### src/hw/adcsa_pkg.sv
// adcsa_pkg: constants and carrier types for the stand-alone converter control block.
// assumes a single 40 MHz system clock and an Avalon-MM register bus.
package adcsa_pkg;
  localparam int unsigned SYS_CLK_HZ  = 40_000_000;
  localparam int unsigned CONV_CLK_HZ = 2_000_000;
  localparam int unsigned CONV_DIV    = SYS_CLK_HZ / CONV_CLK_HZ;
  localparam logic [4:0]  CONV_DIV_LAST = 5'(CONV_DIV - 1);
  // first decision 1.5 conversion-clock periods after start (rounded up)
  localparam int unsigned FIRST_DEC_CYC = (3 * CONV_DIV + 1) / 2;
  localparam logic [5:0]  FIRST_DEC_LAST = 6'(FIRST_DEC_CYC - 1);
  localparam int unsigned RES_W       = 12;
  localparam logic [11:0] HALF_SCALE  = 12'h800;
  localparam logic [11:0] RES_RST     = 12'h000;
  localparam logic [3:0]  MSB_IDX     = 4'hb;
  // register word addresses
  localparam logic [1:0] ADDR_CTRL   = 2'h0;
  localparam logic [1:0] ADDR_STATUS = 2'h1;
  localparam logic [1:0] ADDR_IRQ    = 2'h2;
  localparam logic [1:0] ADDR_MASK   = 2'h3;
  // control, status and interrupt fields
  localparam int unsigned CTRL_BIPOLAR = 0;
  localparam int unsigned STAT_BUSY    = 0;
  localparam int unsigned IRQ_W        = 2;
  localparam int unsigned IRQ_DONE     = 0;
  localparam int unsigned IRQ_IGNORED  = 1;
  localparam logic [31:0] BAD_ADDR_DATA = 32'hdeadbeef;

  typedef enum logic [1:0] {ST_IDLE, ST_SETTLE, ST_BIT} adcsa_state_t;

  typedef struct packed {
    logic [1:0]  address;
    logic        read;
    logic        write;
    logic [31:0] writedata;
  } adcsa_bus_req_t;

  typedef struct packed {
    adcsa_state_t      state;
    logic              rc_q;
    logic              bipolar;
    logic              busy;
    logic              drive;
    logic [11:0]       approximation_register;
    logic [11:0]       result;
    logic [3:0]        bit_idx;
    logic [5:0]        tick;
    logic [IRQ_W-1:0]  irq_stat;
    logic [IRQ_W-1:0]  irq_mask;
    logic              irq;
    logic              waitreq;
    logic [31:0]       rdata;
  } adcsa_regs_t;
endpackage : adcsa_pkg

### src/hw/adcsa_top.sv
// adcsa_top: stand-alone control of a 12-bit successive-approximation converter.
// one read/convert line starts conversions and gates the result outputs; a
// busy flag covers each conversion; a small register bus gives software the
// coding bit (stored and read back only; it does not change the result coding), the busy level and sticky interrupt bits.
// assumes the read/convert input and comparator are synchronous to i_sys_clk.
// assumes the comparator settles within one system clock of a new trial code.
//
// Local design decisions: the register addresses and the Avalon-MM slave port.
`timescale 1ns/10ps
`default_nettype none
module adcsa_top
  import adcsa_pkg::*;
(
  input  wire logic              i_sys_clk,      // system clock, 40 MHz
  input  wire logic              i_resetn,       // async reset, active low
  input  wire logic              i_rd_conv,      // read/convert control line
  input  wire logic              i_cmp_above,    // comparator: input above trial
  input  wire logic [1:0]        i_avs_address,  // word address
  input  wire logic              i_avs_read,     // bus read
  input  wire logic              i_avs_write,    // bus write
  input  wire logic [31:0]       i_avs_writedata,// bus write data
  output logic [31:0]            o_avs_readdata, // bus read data
  output logic                   o_avs_waitrequest, // bus stall
  output logic [11:0]            o_dac_code,     // trial code to internal dac
  output logic [11:0]            o_data,         // result data out
  output logic                   o_data_oe,      // data output enable
  output logic                   o_busy_flag,    // conversion in progress
  output logic                   o_irq           // level interrupt
);
  import adcsa_pkg::*;

  // whole block state, registered once per clock
  adcsa_regs_t    r_ff, nxt_r;
  adcsa_bus_req_t req;
  // falling edge of the line, decoded in the first cycle the line is low
  logic           start_req;
  // first cycle of a bus read or write: read data is loaded here on a read
  logic           acc;
  // second cycle of a write: the write lands here
  logic           wr_acc;

  assign req = '{address: i_avs_address, read: i_avs_read, write: i_avs_write,
                 writedata: i_avs_writedata};

  // ----------------------------------------------------------------
  // conversion and bus next state
  // ----------------------------------------------------------------
  // everything starts from the held state; each branch below only
  // touches the fields it owns, so an idle cycle changes nothing but
  // the edge detector, the output enable, the bus handshake and the read data register.
  always_comb begin
    nxt_r = r_ff;
    nxt_r.rc_q = i_rd_conv;
    start_req = r_ff.rc_q & ~i_rd_conv;
    // the output enable is a level: it is set while idle with the line high and at the end
    // of a conversion with the line low, and is forced low by any falling edge except one in the
    // cycle that decides the lsb, so even a short low pulse floats it.
    // drive while line high
    if (i_rd_conv && r_ff.state == ST_IDLE) begin
      nxt_r.drive = 1'b1;
    end
    if (start_req) begin
      nxt_r.drive = 1'b0;
    end
    case (r_ff.state)
      ST_IDLE: begin
        if (start_req) begin
          nxt_r.approximation_register     = HALF_SCALE;
          nxt_r.bit_idx = MSB_IDX;
          nxt_r.tick    = '0;
          nxt_r.busy    = 1'b1;
          nxt_r.state   = ST_SETTLE;
        end
      end
      ST_SETTLE: begin
        // the trial code stays at half scale here so the external hold has
        // time to settle before the msb is judged.
        // first decision at 1.5 periods
        if (r_ff.tick == FIRST_DEC_LAST) begin
          nxt_r.tick  = '0;
          nxt_r.state = ST_BIT;
          nxt_r.approximation_register[r_ff.bit_idx] = i_cmp_above;
          if (r_ff.bit_idx != '0) begin
            nxt_r.approximation_register[r_ff.bit_idx - 4'h1] = 1'b1;
          end
          nxt_r.bit_idx = r_ff.bit_idx - 4'h1;
        end else begin
          nxt_r.tick = r_ff.tick + 6'h1;
        end
      end
      ST_BIT: begin
        // tick counts system clocks within one divided period; the comparator
        // is read on the last one, after the new trial code has settled.
        // one decision per 2 MHz period
        if (r_ff.tick[4:0] == CONV_DIV_LAST) begin
          nxt_r.tick = '0;
          nxt_r.approximation_register[r_ff.bit_idx] = i_cmp_above;
          if (r_ff.bit_idx == '0) begin
            nxt_r.result = {nxt_r.approximation_register[11] ^ 1'b0, nxt_r.approximation_register[10:0]};
            nxt_r.busy   = 1'b0;
            nxt_r.state  = ST_IDLE;
            nxt_r.irq_stat[IRQ_DONE] = 1'b1;
            // drive again if line already low
            if (!i_rd_conv && !r_ff.drive) begin
              nxt_r.drive = 1'b1;
            end
          end else begin
            nxt_r.approximation_register[r_ff.bit_idx - 4'h1] = 1'b1;
            nxt_r.bit_idx = r_ff.bit_idx - 4'h1;
          end
        end else begin
          nxt_r.tick = r_ff.tick + 6'h1;
        end
      end
      default: nxt_r.state = ST_IDLE;
    endcase
    if (start_req && r_ff.busy) begin
      nxt_r.irq_stat[IRQ_IGNORED] = 1'b1;
    end
    // bus slave: one wait state, answer on the second cycle. the first
    // cycle loads the read data register so that it stands at the edge
    // where waitrequest is seen low; a write lands only on that edge, so
    // a request dropped while stalled leaves no trace.
    acc           = (req.read | req.write) & r_ff.waitreq;
    wr_acc        = req.write & ~r_ff.waitreq;
    nxt_r.waitreq = ~(req.read | req.write) | ~r_ff.waitreq;
    if (wr_acc) begin
      case (req.address)
        ADDR_CTRL:   nxt_r.bipolar = req.writedata[CTRL_BIPOLAR];
        // write one clears, a new event in the same cycle wins unless its bit was already set
        ADDR_IRQ:    nxt_r.irq_stat = nxt_r.irq_stat &
                       ~(req.writedata[IRQ_W-1:0] & ~(nxt_r.irq_stat & ~r_ff.irq_stat));
        ADDR_MASK:   nxt_r.irq_mask = req.writedata[IRQ_W-1:0];
        default:     ;
      endcase
    end
    nxt_r.rdata = '0;
    if (acc && req.read) begin
      case (req.address)
        ADDR_CTRL:   nxt_r.rdata[CTRL_BIPOLAR] = r_ff.bipolar;
        ADDR_STATUS: nxt_r.rdata[STAT_BUSY]    = r_ff.busy;
        ADDR_IRQ:    nxt_r.rdata[IRQ_W-1:0]    = r_ff.irq_stat;
        ADDR_MASK:   nxt_r.rdata[IRQ_W-1:0]    = r_ff.irq_mask;
        default:     nxt_r.rdata = BAD_ADDR_DATA;
      endcase
    end
    nxt_r.irq = |(nxt_r.irq_stat & nxt_r.irq_mask);
  end

  // ----------------------------------------------------------------
  // state register
  // ----------------------------------------------------------------
  // reset values are constants only; waitrequest resets high so a master
  // that starts right after reset is stalled, never answered by mistake.
  always_ff @(posedge i_sys_clk or negedge i_resetn) begin
    if (!i_resetn) begin
      r_ff         <= '0;
      r_ff.state   <= ST_IDLE;
      r_ff.result  <= RES_RST;
      r_ff.waitreq <= 1'b1;
    end else begin
      r_ff <= nxt_r;
    end
  end

  // every output is a plain register field, so the pins never glitch
  // while the next state is being worked out.
  // hold last result on the pins
  assign o_data            = r_ff.result;
  assign o_data_oe         = r_ff.drive;
  assign o_busy_flag       = r_ff.busy;
  assign o_dac_code        = r_ff.approximation_register;
  assign o_irq             = r_ff.irq;
  assign o_avs_readdata    = r_ff.rdata;
  assign o_avs_waitrequest = r_ff.waitreq;

  // ----------------------------------------------------------------
  // checks
  // ----------------------------------------------------------------
  // the conversion timeline seen from the busy flag: busy is first
  // sampled high one edge after the start edge, the first decision
  // lands one and a half divided periods after start, every further
  // bit takes one divided period, and busy drops on the edge that
  // decides the lsb. the gaps below are counted from the edge where
  // busy is first seen high, so they are one short of the full span.
  // a restart would put the state back to settle with a zero tick.
  localparam int CHK_FIRST_GAP = FIRST_DEC_CYC - 1;
  localparam int CHK_CONV_GAP  = FIRST_DEC_CYC + (RES_W - 1) * CONV_DIV - 1;

  property p_busy_rise;
    @(posedge i_sys_clk) disable iff (!i_resetn)
      ($fell(i_rd_conv) && r_ff.state == ST_IDLE) |=> o_busy_flag;
  endproperty
  a_busy_rise: assert property (p_busy_rise) else $error("busy not raised");

  property p_float;
    @(posedge i_sys_clk) disable iff (!i_resetn)
      $fell(i_rd_conv) |=> !o_data_oe;
  endproperty
  a_float: assert property (p_float) else $error("data not floated");

  property p_ignore;
    @(posedge i_sys_clk) disable iff (!i_resetn)
      (o_busy_flag && $fell(i_rd_conv)) |=> !(r_ff.state == ST_SETTLE && r_ff.tick == '0);
  endproperty
  a_ignore: assert property (p_ignore) else $error("start not ignored");

  property p_half;
    @(posedge i_sys_clk) disable iff (!i_resetn)
      $rose(o_busy_flag) |-> o_dac_code == HALF_SCALE;
  endproperty
  a_half: assert property (p_half) else $error("not half scale");

  property p_first;
    @(posedge i_sys_clk) disable iff (!i_resetn)
      $rose(o_busy_flag) |-> (r_ff.state == ST_SETTLE) [*8];
  endproperty
  a_first: assert property (p_first) else $error("first decision early");

  property p_drive_hi;
    @(posedge i_sys_clk) disable iff (!i_resetn)
      (i_rd_conv && !o_busy_flag) |=> o_data_oe;
  endproperty
  a_drive_hi: assert property (p_drive_hi) else $error("not driving");

  property p_done;
    @(posedge i_sys_clk) disable iff (!i_resetn)
      $rose(o_busy_flag) |-> ##CHK_CONV_GAP o_busy_flag ##1 !o_busy_flag;
  endproperty
  a_done: assert property (p_done) else $error("conversion length");

  property p_hold;
    @(posedge i_sys_clk) disable iff (!i_resetn)
      (o_busy_flag ##1 o_busy_flag) |-> $stable(o_data);
  endproperty
  a_hold: assert property (p_hold) else $error("result changed");

  property p_first_dec;
    @(posedge i_sys_clk) disable iff (!i_resetn)
      $rose(o_busy_flag) |-> ##CHK_FIRST_GAP (r_ff.state == ST_SETTLE) ##1 (r_ff.state == ST_BIT);
  endproperty
  a_first_dec: assert property (p_first_dec) else $error("first decision late");

  property p_oe_busy;
    @(posedge i_sys_clk) disable iff (!i_resetn)
      o_busy_flag |-> !o_data_oe;
  endproperty
  a_oe_busy: assert property (p_oe_busy) else $error("driven while busy");

  property p_latch;
    @(posedge i_sys_clk) disable iff (!i_resetn)
      $fell(o_busy_flag) |-> (o_data[11:1] == $past(o_dac_code[11:1]));
  endproperty
  a_latch: assert property (p_latch) else $error("result not latched");

  property p_ignore_flag;
    @(posedge i_sys_clk) disable iff (!i_resetn)
      (o_busy_flag && $fell(i_rd_conv)) |=> r_ff.irq_stat[IRQ_IGNORED];
  endproperty
  a_ignore_flag: assert property (p_ignore_flag) else $error("ignored start not flagged");

  property p_done_flag;
    @(posedge i_sys_clk) disable iff (!i_resetn)
      $fell(o_busy_flag) |-> r_ff.irq_stat[IRQ_DONE];
  endproperty
  a_done_flag: assert property (p_done_flag) else $error("done not flagged");

  property p_start_idle;
    @(posedge i_sys_clk) disable iff (!i_resetn)
      (!o_busy_flag && $fell(i_rd_conv)) |=> (r_ff.state == ST_SETTLE && o_dac_code == HALF_SCALE);
  endproperty
  a_start_idle: assert property (p_start_idle) else $error("start not taken");

  property p_tick_range;
    @(posedge i_sys_clk) disable iff (!i_resetn)
      (r_ff.state == ST_BIT) |-> (r_ff.tick < CONV_DIV);
  endproperty
  a_tick_range: assert property (p_tick_range) else $error("tick out of range");

  property p_stat_sticky;
    @(posedge i_sys_clk) disable iff (!i_resetn)
      (r_ff.irq_stat[IRQ_DONE] && !i_avs_write) |=> r_ff.irq_stat[IRQ_DONE];
  endproperty
  a_stat_sticky: assert property (p_stat_sticky) else $error("status bit lost");

  // bus: one cycle answer
  property p_wait_once;
    @(posedge i_sys_clk) disable iff (!i_resetn)
      !o_avs_waitrequest |=> o_avs_waitrequest;
  endproperty
  a_wait_once: assert property (p_wait_once) else $error("waitrequest low too long");

  // bus: stall when idle
  property p_wait_idle;
    @(posedge i_sys_clk) disable iff (!i_resetn)
      !(i_avs_read || i_avs_write) |=> o_avs_waitrequest;
  endproperty
  a_wait_idle: assert property (p_wait_idle) else $error("answer without request");

  // bus: answer next cycle
  property p_wait_ack;
    @(posedge i_sys_clk) disable iff (!i_resetn)
      ((i_avs_read || i_avs_write) && o_avs_waitrequest) |=> !o_avs_waitrequest;
  endproperty
  a_wait_ack: assert property (p_wait_ack) else $error("request not answered");
endmodule : adcsa_top
`default_nettype wire

### config.mk
export PLATFORM = sky130hd
export DESIGN_NAME = adcsa_top
export DESIGN_NICKNAME = d
export VERILOG_FILES = /design/src/hw/adcsa_pkg.sv /design/src/hw/adcsa_top.sv
export SDC_FILE = /design/constraint.sdc
export NUM_CORES = 1
export LEC_CHECK = 0
export ABC_AREA = 1
export BUFFER_PORTS_ARGS = -buffer_cell sky130_fd_sc_hd__buf_2
export CORE_ASPECT_RATIO = 1.5
export CORE_UTILIZATION = 57
export CTS_BUF_LIST = sky130_fd_sc_hd__clkbuf_2
export DETAILED_ROUTE_END_ITERATION = 7
export PLACE_DENSITY = 0.9
export SETUP_SLACK_MARGIN = 0.1
export SYNTH_ARGS = -nofsm -noshare
export SYNTH_HDL_FRONTEND = slang
export SYNTH_SLANG_ARGS = --single-unit
### constraint.sdc
create_clock -name i_sys_clk -period 3.1 [get_ports i_sys_clk]
set_input_delay 0.31 -clock i_sys_clk [delete_from_list [all_inputs] [get_ports i_sys_clk]]
set_output_delay 0.31 -clock i_sys_clk [all_outputs]
set_load 0.05 [all_outputs]
==> out/qor.yml, run 1 <==
cells_and_area:
  syn2layout_area_growth_pct: -0.357
  insertedDiodeCount: 0
  drive_gt1_share_pct: 14.6
  final_core_util_pct: 59.9
  nets: 488
  multi_input_area_um2: 1410
  fillCellCount: 462
  regArea_um2: 1200
detailed_routing:
  drt-initial-drc-count: 119
  dr.pass1.iters: 4
  wl_um: 5840
  via_count: 2521
  drtAntennaViolNets: 0
  viasPerCell: 4.99
  wire_per_inst_um: 11.6
  drc: 0
yosys:
  synth_most_common_cell: "nand2_1"
  async_flop_share_pct: 100
  synth_mux_area_share_pct: 0
  yosys.area_share.simple_pct: 28.6
  syn_area_per_cell_um2: 7.45
  yosysWarnings: 0
  ys_types: 31
  ys_seq_elements: 48
  postSynthCellCount: 423
  synthTopCellsByCount: "nand2_1 (130), buf_4 (59), dfrtp_1 (47), inv_1 (41), nor2_1 (34)"
  synth_top_family_by_area: "simple AND/OR/NAND/NOR gates"
  synth_compound_area_share_pct: 7.18
  synth_edf_count: 0
  yosysSeqAreaShare_pct: 38.1
  ys.flop_type: "dfrtp_1"
  netlist_area_um2: 3150
  synth_top_area_share_pct: 37.3
  synthAdderAreaFrac_pct: 4.76
  yosysTopAreaCell: "dfrtp_1"
  synthTopCellsByArea: "dfrtp_1 (37%), nand2_1 (15%), buf_4 (14%), nand3_1 (4.9%), inv_1 (4.9%)"
  synth-xor-area-share_pct: 0.556
placed_design:
  dp_hpwl_um: 4380
  place_congestion: 0.869
  buffer_ports.inserted: 39
global_routing:
  grt_max_degree: 49
  grt_pass1_vias: 2439
  antenna_found_initial: 0
  grt_usage_pct: 21.6
  grt_pass1_wl_um: 10100
  overflow: 0
setup_path:
  critPathKind: "flip-flop to flip-flop"
  crit_required_ns: 3.49
  endpoint_kind: "flip-flop"
  critPathMaxFanout: 15
  start_kind: "flip-flop"
  arrival_ns: 2.30
clock_network:
  clk_path_buf_depth: 2
  postCtsHoldBufs: 0
  path_clk_slew_ns: 0.23
  cts_resized: 0
  insertion_delay_ns: 0.43
  cts_root_buf: "clkbuf_2"
  tritoncts: "done"
  htreeDepth: 2
  cts.sinks: 48
  post_cts_buffers: 0
  numCtsBuffers: 5
floorplanning:
  core_um2: 5250
  die_area_um2: 5840
  io_pins: 100
  die_w_um: 62.7
  placementRows: 32
  start_util_pct: 60.1
  die_y_um: 93.1
timing:
  hold_violations: 0
  fin_crit_sh_pct: 61.6
  holdWs_ns: 0.0142
  rsz0062_at_grt: "no"
  worst_slew_pin_slew_ns: 1.02
  finalCriticalPeriod_ns: 1.91
  drv_slew: 0
  setup_tns_ns: 0
  relSlewSlack_pct: 31.8
  fin_worst_skew_ns: 0.0232
  fmax_ghz: 0.523
  setup_viol: 0
power:
  power_mw: 2.69
  power_density_nw_per_um2: 858
  p_leak_nw: 1.76
  irDropWorstVdd_mv: 0.377
status:
  status: "complete, no violations"
flow_run:
  drv_cap: 0
worst_hold_path:
  hold_path_class: "primary input to async pin"
==> flip-flops by register name, summed over array words and instances (netlist names) <==
signal / count
o_avs_waitrequest: 1
o_irq: 1
o_avs_readdata: 2
o_busy_flag: 1
o_data_oe: 1
r_ff: 18
o_dac_code: 12
o_data: 12
==> final cells by class <==
class,instances,share of cell area (%)
clock inverters,2,1.12
inverters,47,5.62
well taps,68,2.71
repair buffers,40,6.53
clock buffers,6,0.956
flip-flops and latches,48,38.3
multi-input cells,294,44.8
==> final timing paths <==
| check | endpoint | cells after the start | from | slack, ns |
|---|---|---|---|---|
| min reg2reg | o_data[2] | 2 | o_data[2] | 0.52 |
| min | o_dac_code[10] | 1 | i_resetn | 0.01 |
| min in group i_sys_clk | o_avs_waitrequest | 2 | i_avs_read | 0.02 |
| max | o_dac_code[9] | 10 | r_ff[76] | 1.19 |
| max in group asynchronous | r_ff[40] | 1 | i_resetn | 2.45 |
| max reg2reg | o_dac_code[9] | 10 | r_ff[76] | 1.19 |
==> layer usage <==
layer / vias up / global-route usage (%) / wire, um
li1: 1261 / - / -
met1: 1170 / 22.4 / 2300
met2: 74 / 39.1 / 3150
met3: 16 / 4.27 / 267
met4: 0 / 14.0 / 130
met5: - / 0 / 0
==> worst max-delay path, cell delays in order, from the launching register on <==
cell and delay, ns:
dfrtp_1 0.47, inv_1 0.13, ha_1 0.30, nor2_1 0.08, nand2_1 0.06, nand2_1 0.07, inv_2 0.09, nand3_4 0.20
nor2_4 0.32, nand2_1 0.09, nand2_1 0.07
==> power breakdown <==
part	total (mW)	internal (mW)	leakage (nW)	switching, mW
sequential	0.879	0.746	0.574	0.133
clock	0.337	0.139	0.0430	0.199
combinational	1.48	0.387	1.14	1.09
total	2.69	1.27	1.76	1.42
==> cells in the final DEF, fill, tap and decap left out, types with 6 or more instances in the layout <==
master    Yosys  final
a21oi_1       8      8
buf_2         2     39
clkbuf_2      0      6
conb_1        1     30
dfrtp_1      47     47
ha_1         12     12
inv_1        41     41
nand2_1     130    130
nand3_1      31     31
nor2_1       34     34
o21ai_0      16     16
==> cells by family (layout without fill, tap and decap cells) <==
kind of cell | count (synthesis) | count (layout)
and+or+nand+nor | 211 | 211
adders and majority gates | 12 | 12
AOI/OAI and AO/OA | 39 | 39
xor gates and xnor gates | 2 | 2
buffers and inverters | 110 | 95
DFF | 48 | 48
other | 1 | 30
==> metrics by stage <==
stage | cells | area [um^2] | setup slack [ns]
2_1_floorplan | 452 | 3260 | 1.63
3_3_place_gp | 496 | 3070 | 1.32
3_5_place_dp | 496 | 3070 | 1.23
4_1_cts | 504 | 3130 | 1.16
5_1_grt | 505 | 3140 | 0.948
6_report | 505 | 3140 | 1.19
(Power assumes the default switching activity.)
==> inputs of run 2 (changes only) <==
Settings changed: ABC_AREA 1 to 0, CORE_UTILIZATION 57 to 48, PLACE_DENSITY 0.9 to 0.81.
Clock period 3.1 ns to 1.68 ns, I/O delays scaled along.
==> out/qor.yml, run 2 <==
setup_path:
  r2r-start: "r_ff[38]"
  crit_required_ns: 2.05
  critPathMaxFanout: 5
  endpoint_kind: "flip-flop"
  r2r_end: "r_ff[47]"
  start_kind: "flip-flop"
  startpoint: "r_ff[38]"
  slowest_stage: "dfrtp_1"
  critPathKind: "flip-flop to flip-flop"
  max_stage_delay_ns: 0.43
  reg2reg_depth: 9
  cp_num_cells: 9
  setup.worst_path.end: "r_ff[47]"
  crit_chain: "buf_4, ha_4, nand2_2, o31a_1, buf_6, nor4_4, buf_6, o21ai_1, a22o_1"
  critical-path-top-delay-family: "compound AO/OA/AOI/OAI gates"
  arrival_ns: 2.35
  crit_top_cell: "buf_6"
  rrSetupSlack_ns: -0.29
  path_buf_inv: 3
flow_run:
  drv_cap: 0
detailed_routing:
  drt-initial-drc-count: 241
  wire_per_inst_um: 16.5
  viasPerCell: 5.69
  wl_um: 8330
  drc: 0
  drtAntennaViolNets: 0
  dr.pass1.iters: 5
  via_count: 2867
timing:
  fin_worst_skew_ns: 0.0267
  fin_crit_sh_pct: 118
  rsz0062_at_grt: "yes"
  worst_slew_pin_slew_ns: 0.500
  holdWs_ns: 0.0736
  drv_slew: 0
  hold_violations: 0
  relSlewSlack_pct: 66.2
  layout_setup_ws_ns: -0.294
  setup_viol: 24
  fmax_ghz: 0.506
  finalCriticalPeriod_ns: 1.97
clock_network:
  cts_root_buf: "clkbuf_2"
  insertion_delay_ns: 0.46
  path_clk_slew_ns: 0.26
  tritoncts: "done"
  numCtsBuffers: 5
  htreeDepth: 2
  clk_path_buf_depth: 2
  cts.sinks: 48
yosys:
  ys_types: 56
  synthTopCellsByCount: "buf_4 (57), dfrtp_1 (47), nand2_1 (39), o21ai_0 (29), a21oi_1 (17)"
  synthTopCellsByArea: "dfrtp_1 (37%), buf_4 (13%), ha_1 (4.7%), nand2_1 (4.5%), o21ai_0 (4.5%)"
  netlist_area_um2: 3220
  postSynthCellCount: 342
  ys.flop_type: "dfrtp_1"
  synth_edf_count: 0
  yosysWarnings: 0
  yosysTopAreaCell: "dfrtp_1"
  yosysSeqAreaShare_pct: 37.3
  synth_top_area_share_pct: 36.5
  synth_most_common_cell: "buf_4"
  syn_area_per_cell_um2: 9.42
  async_flop_share_pct: 100
  ys_seq_elements: 48
floorplanning:
  io_pins: 100
  core_um2: 6490
  die_area_um2: 7050
  start_util_pct: 49.7
  placementRows: 36
  die_y_um: 102
  die_w_um: 68.9
placed_design:
  place_congestion: 0.916
  buffer_ports.inserted: 39
  dp_hpwl_um: 5410
  dp_slack_ns: -0.297
global_routing:
  antenna_found_initial: 0
  grt_usage_pct: 23.6
  grt_pass1_vias: 2756
  overflow: 0
  grt_pass1_wl_um: 12300
  grt_max_degree: 49
worst_hold_path:
  hold_path_class: "primary input to flip-flop"
cells_and_area:
  drive_gt1_share_pct: 43.5
  largest_reg_flops: 18
  insertedDiodeCount: 0
  nets: 479
  top_register: "r_ff"
  final_common_cell: "buf_4"
  syn2layout_area_growth_pct: 27.7
  final_cell_mix: "buf_4 (62), dfrtp_1 (47), buf_2 (38), conb_1 (30), nand2_1 (27)"
power:
  p_leak_nw: 1.95
  power_density_nw_per_um2: 1570
  irDropWorstVdd_mv: 0.646
status:
  violations: "setup timing"
  status: "finished, violations left"
[run 2: changes by cell type after synthesis, sizes merged, moves of 12 or more]
cell | previous run | this run
nand3 | 33 | 7
mux2i | 0 | 12
nand2 | 133 | 39
nor2 | 38 | 13
inv | 46 | 10
[run 2: through the flow]
step                      setup TNS (ns)  total power [mW]  instance area, um^2  utilization [%]  cells
after global routing               -7.56              6.86                 4110             63.4    504
after detailed placement           -8.98              5.17                 3620             55.8    476
after global placement             -7.06              5.07                 3620             55.8    476
after CTS                          -5.36              6.10                 3900             60.1    498
after floorplan                    -3.48              4.09                 3360                -    371
final                              -5.03              6.46                 4110             63.4    504
[run 2: worst min-delay path by stage]
stage / to / cells past startpoint / start
finish: o_avs_readdata[1] / 3 / i_avs_address[0]
CTS: o_avs_readdata[1] / 3 / i_avs_address[0]
global placement: o_dac_code[7] / 2 / i_resetn
global route: o_avs_readdata[1] / 3 / i_avs_address[0]
detailed placement: o_dac_code[7] / 2 / i_resetn
floorplan: o_avs_readdata[0] / 0 / i_resetn
[run 2: logic make-up (layout without fill, tap and decap cells)]
| logic type | Yosys count | after routing | synth area share [%] |
|---|---|---|---|
| AO/OA/AOI/OAI | 85 | 85 | 18.9 |
| XOR/XNOR | 1 | 1 | 0.272 |
| adder cells (fa/ha/maj) | 12 | 12 | 4.66 |
| buffers and inverters | 79 | 136 | 16.2 |
| flip-flops | 48 | 48 | 37.3 |
| multiplexers | 21 | 21 | 7.23 |
| other | 1 | 30 | 0.116 |
| AND/OR/NAND/NOR | 95 | 95 | 15.2 |
[run 2: worst register-to-register path, delay by kind of cell (launching register included)]
kind	cells	cell delay [ns]
AOI/OAI and AO/OA	3	0.58
and+or+nand+nor	2	0.33
buffers and inverters	3	0.46
DFF	1	0.43
adders and majority gates	1	0.12
[run 2: cell type report]
class	instances	area [um^2]
repair buffers	118	876
clock buffers	5	25.0
clock inverters	3	42.5
well taps	76	95.1
inverters	10	37.5
fillers	463	2370
flip-flops and latches	48	1200
multi-input cells	244	1830
[run 2: power breakdown]
| part | total, mW | switching [mW] | internal [mW] | leakage (nW) |
|---|---|---|---|---|
| Combinational | 4.24 | 2.44 | 1.80 | 1.35 |
| Clock | 0.638 | 0.388 | 0.250 | 0.0406 |
| Sequential | 1.58 | 0.205 | 1.37 | 0.562 |
[run 2: repair_timing]
item                                   in CTS  in global routing
cloned                                      1                  1
gates resized for setup                    28                 53
hold buffers                                7                  0
setup buffers                               6                  5
pin swaps                                   5                  6
setup endpoints to repair                  40                 38
endpoints found under the hold margin      57                  0
[run 2: metal layers]
metal	share of wire [%]	track usage [%]
met3	5.3	6.14
met5	0	0
met4	5.1	17.0
met1	35	22.5
met2	55	42.0
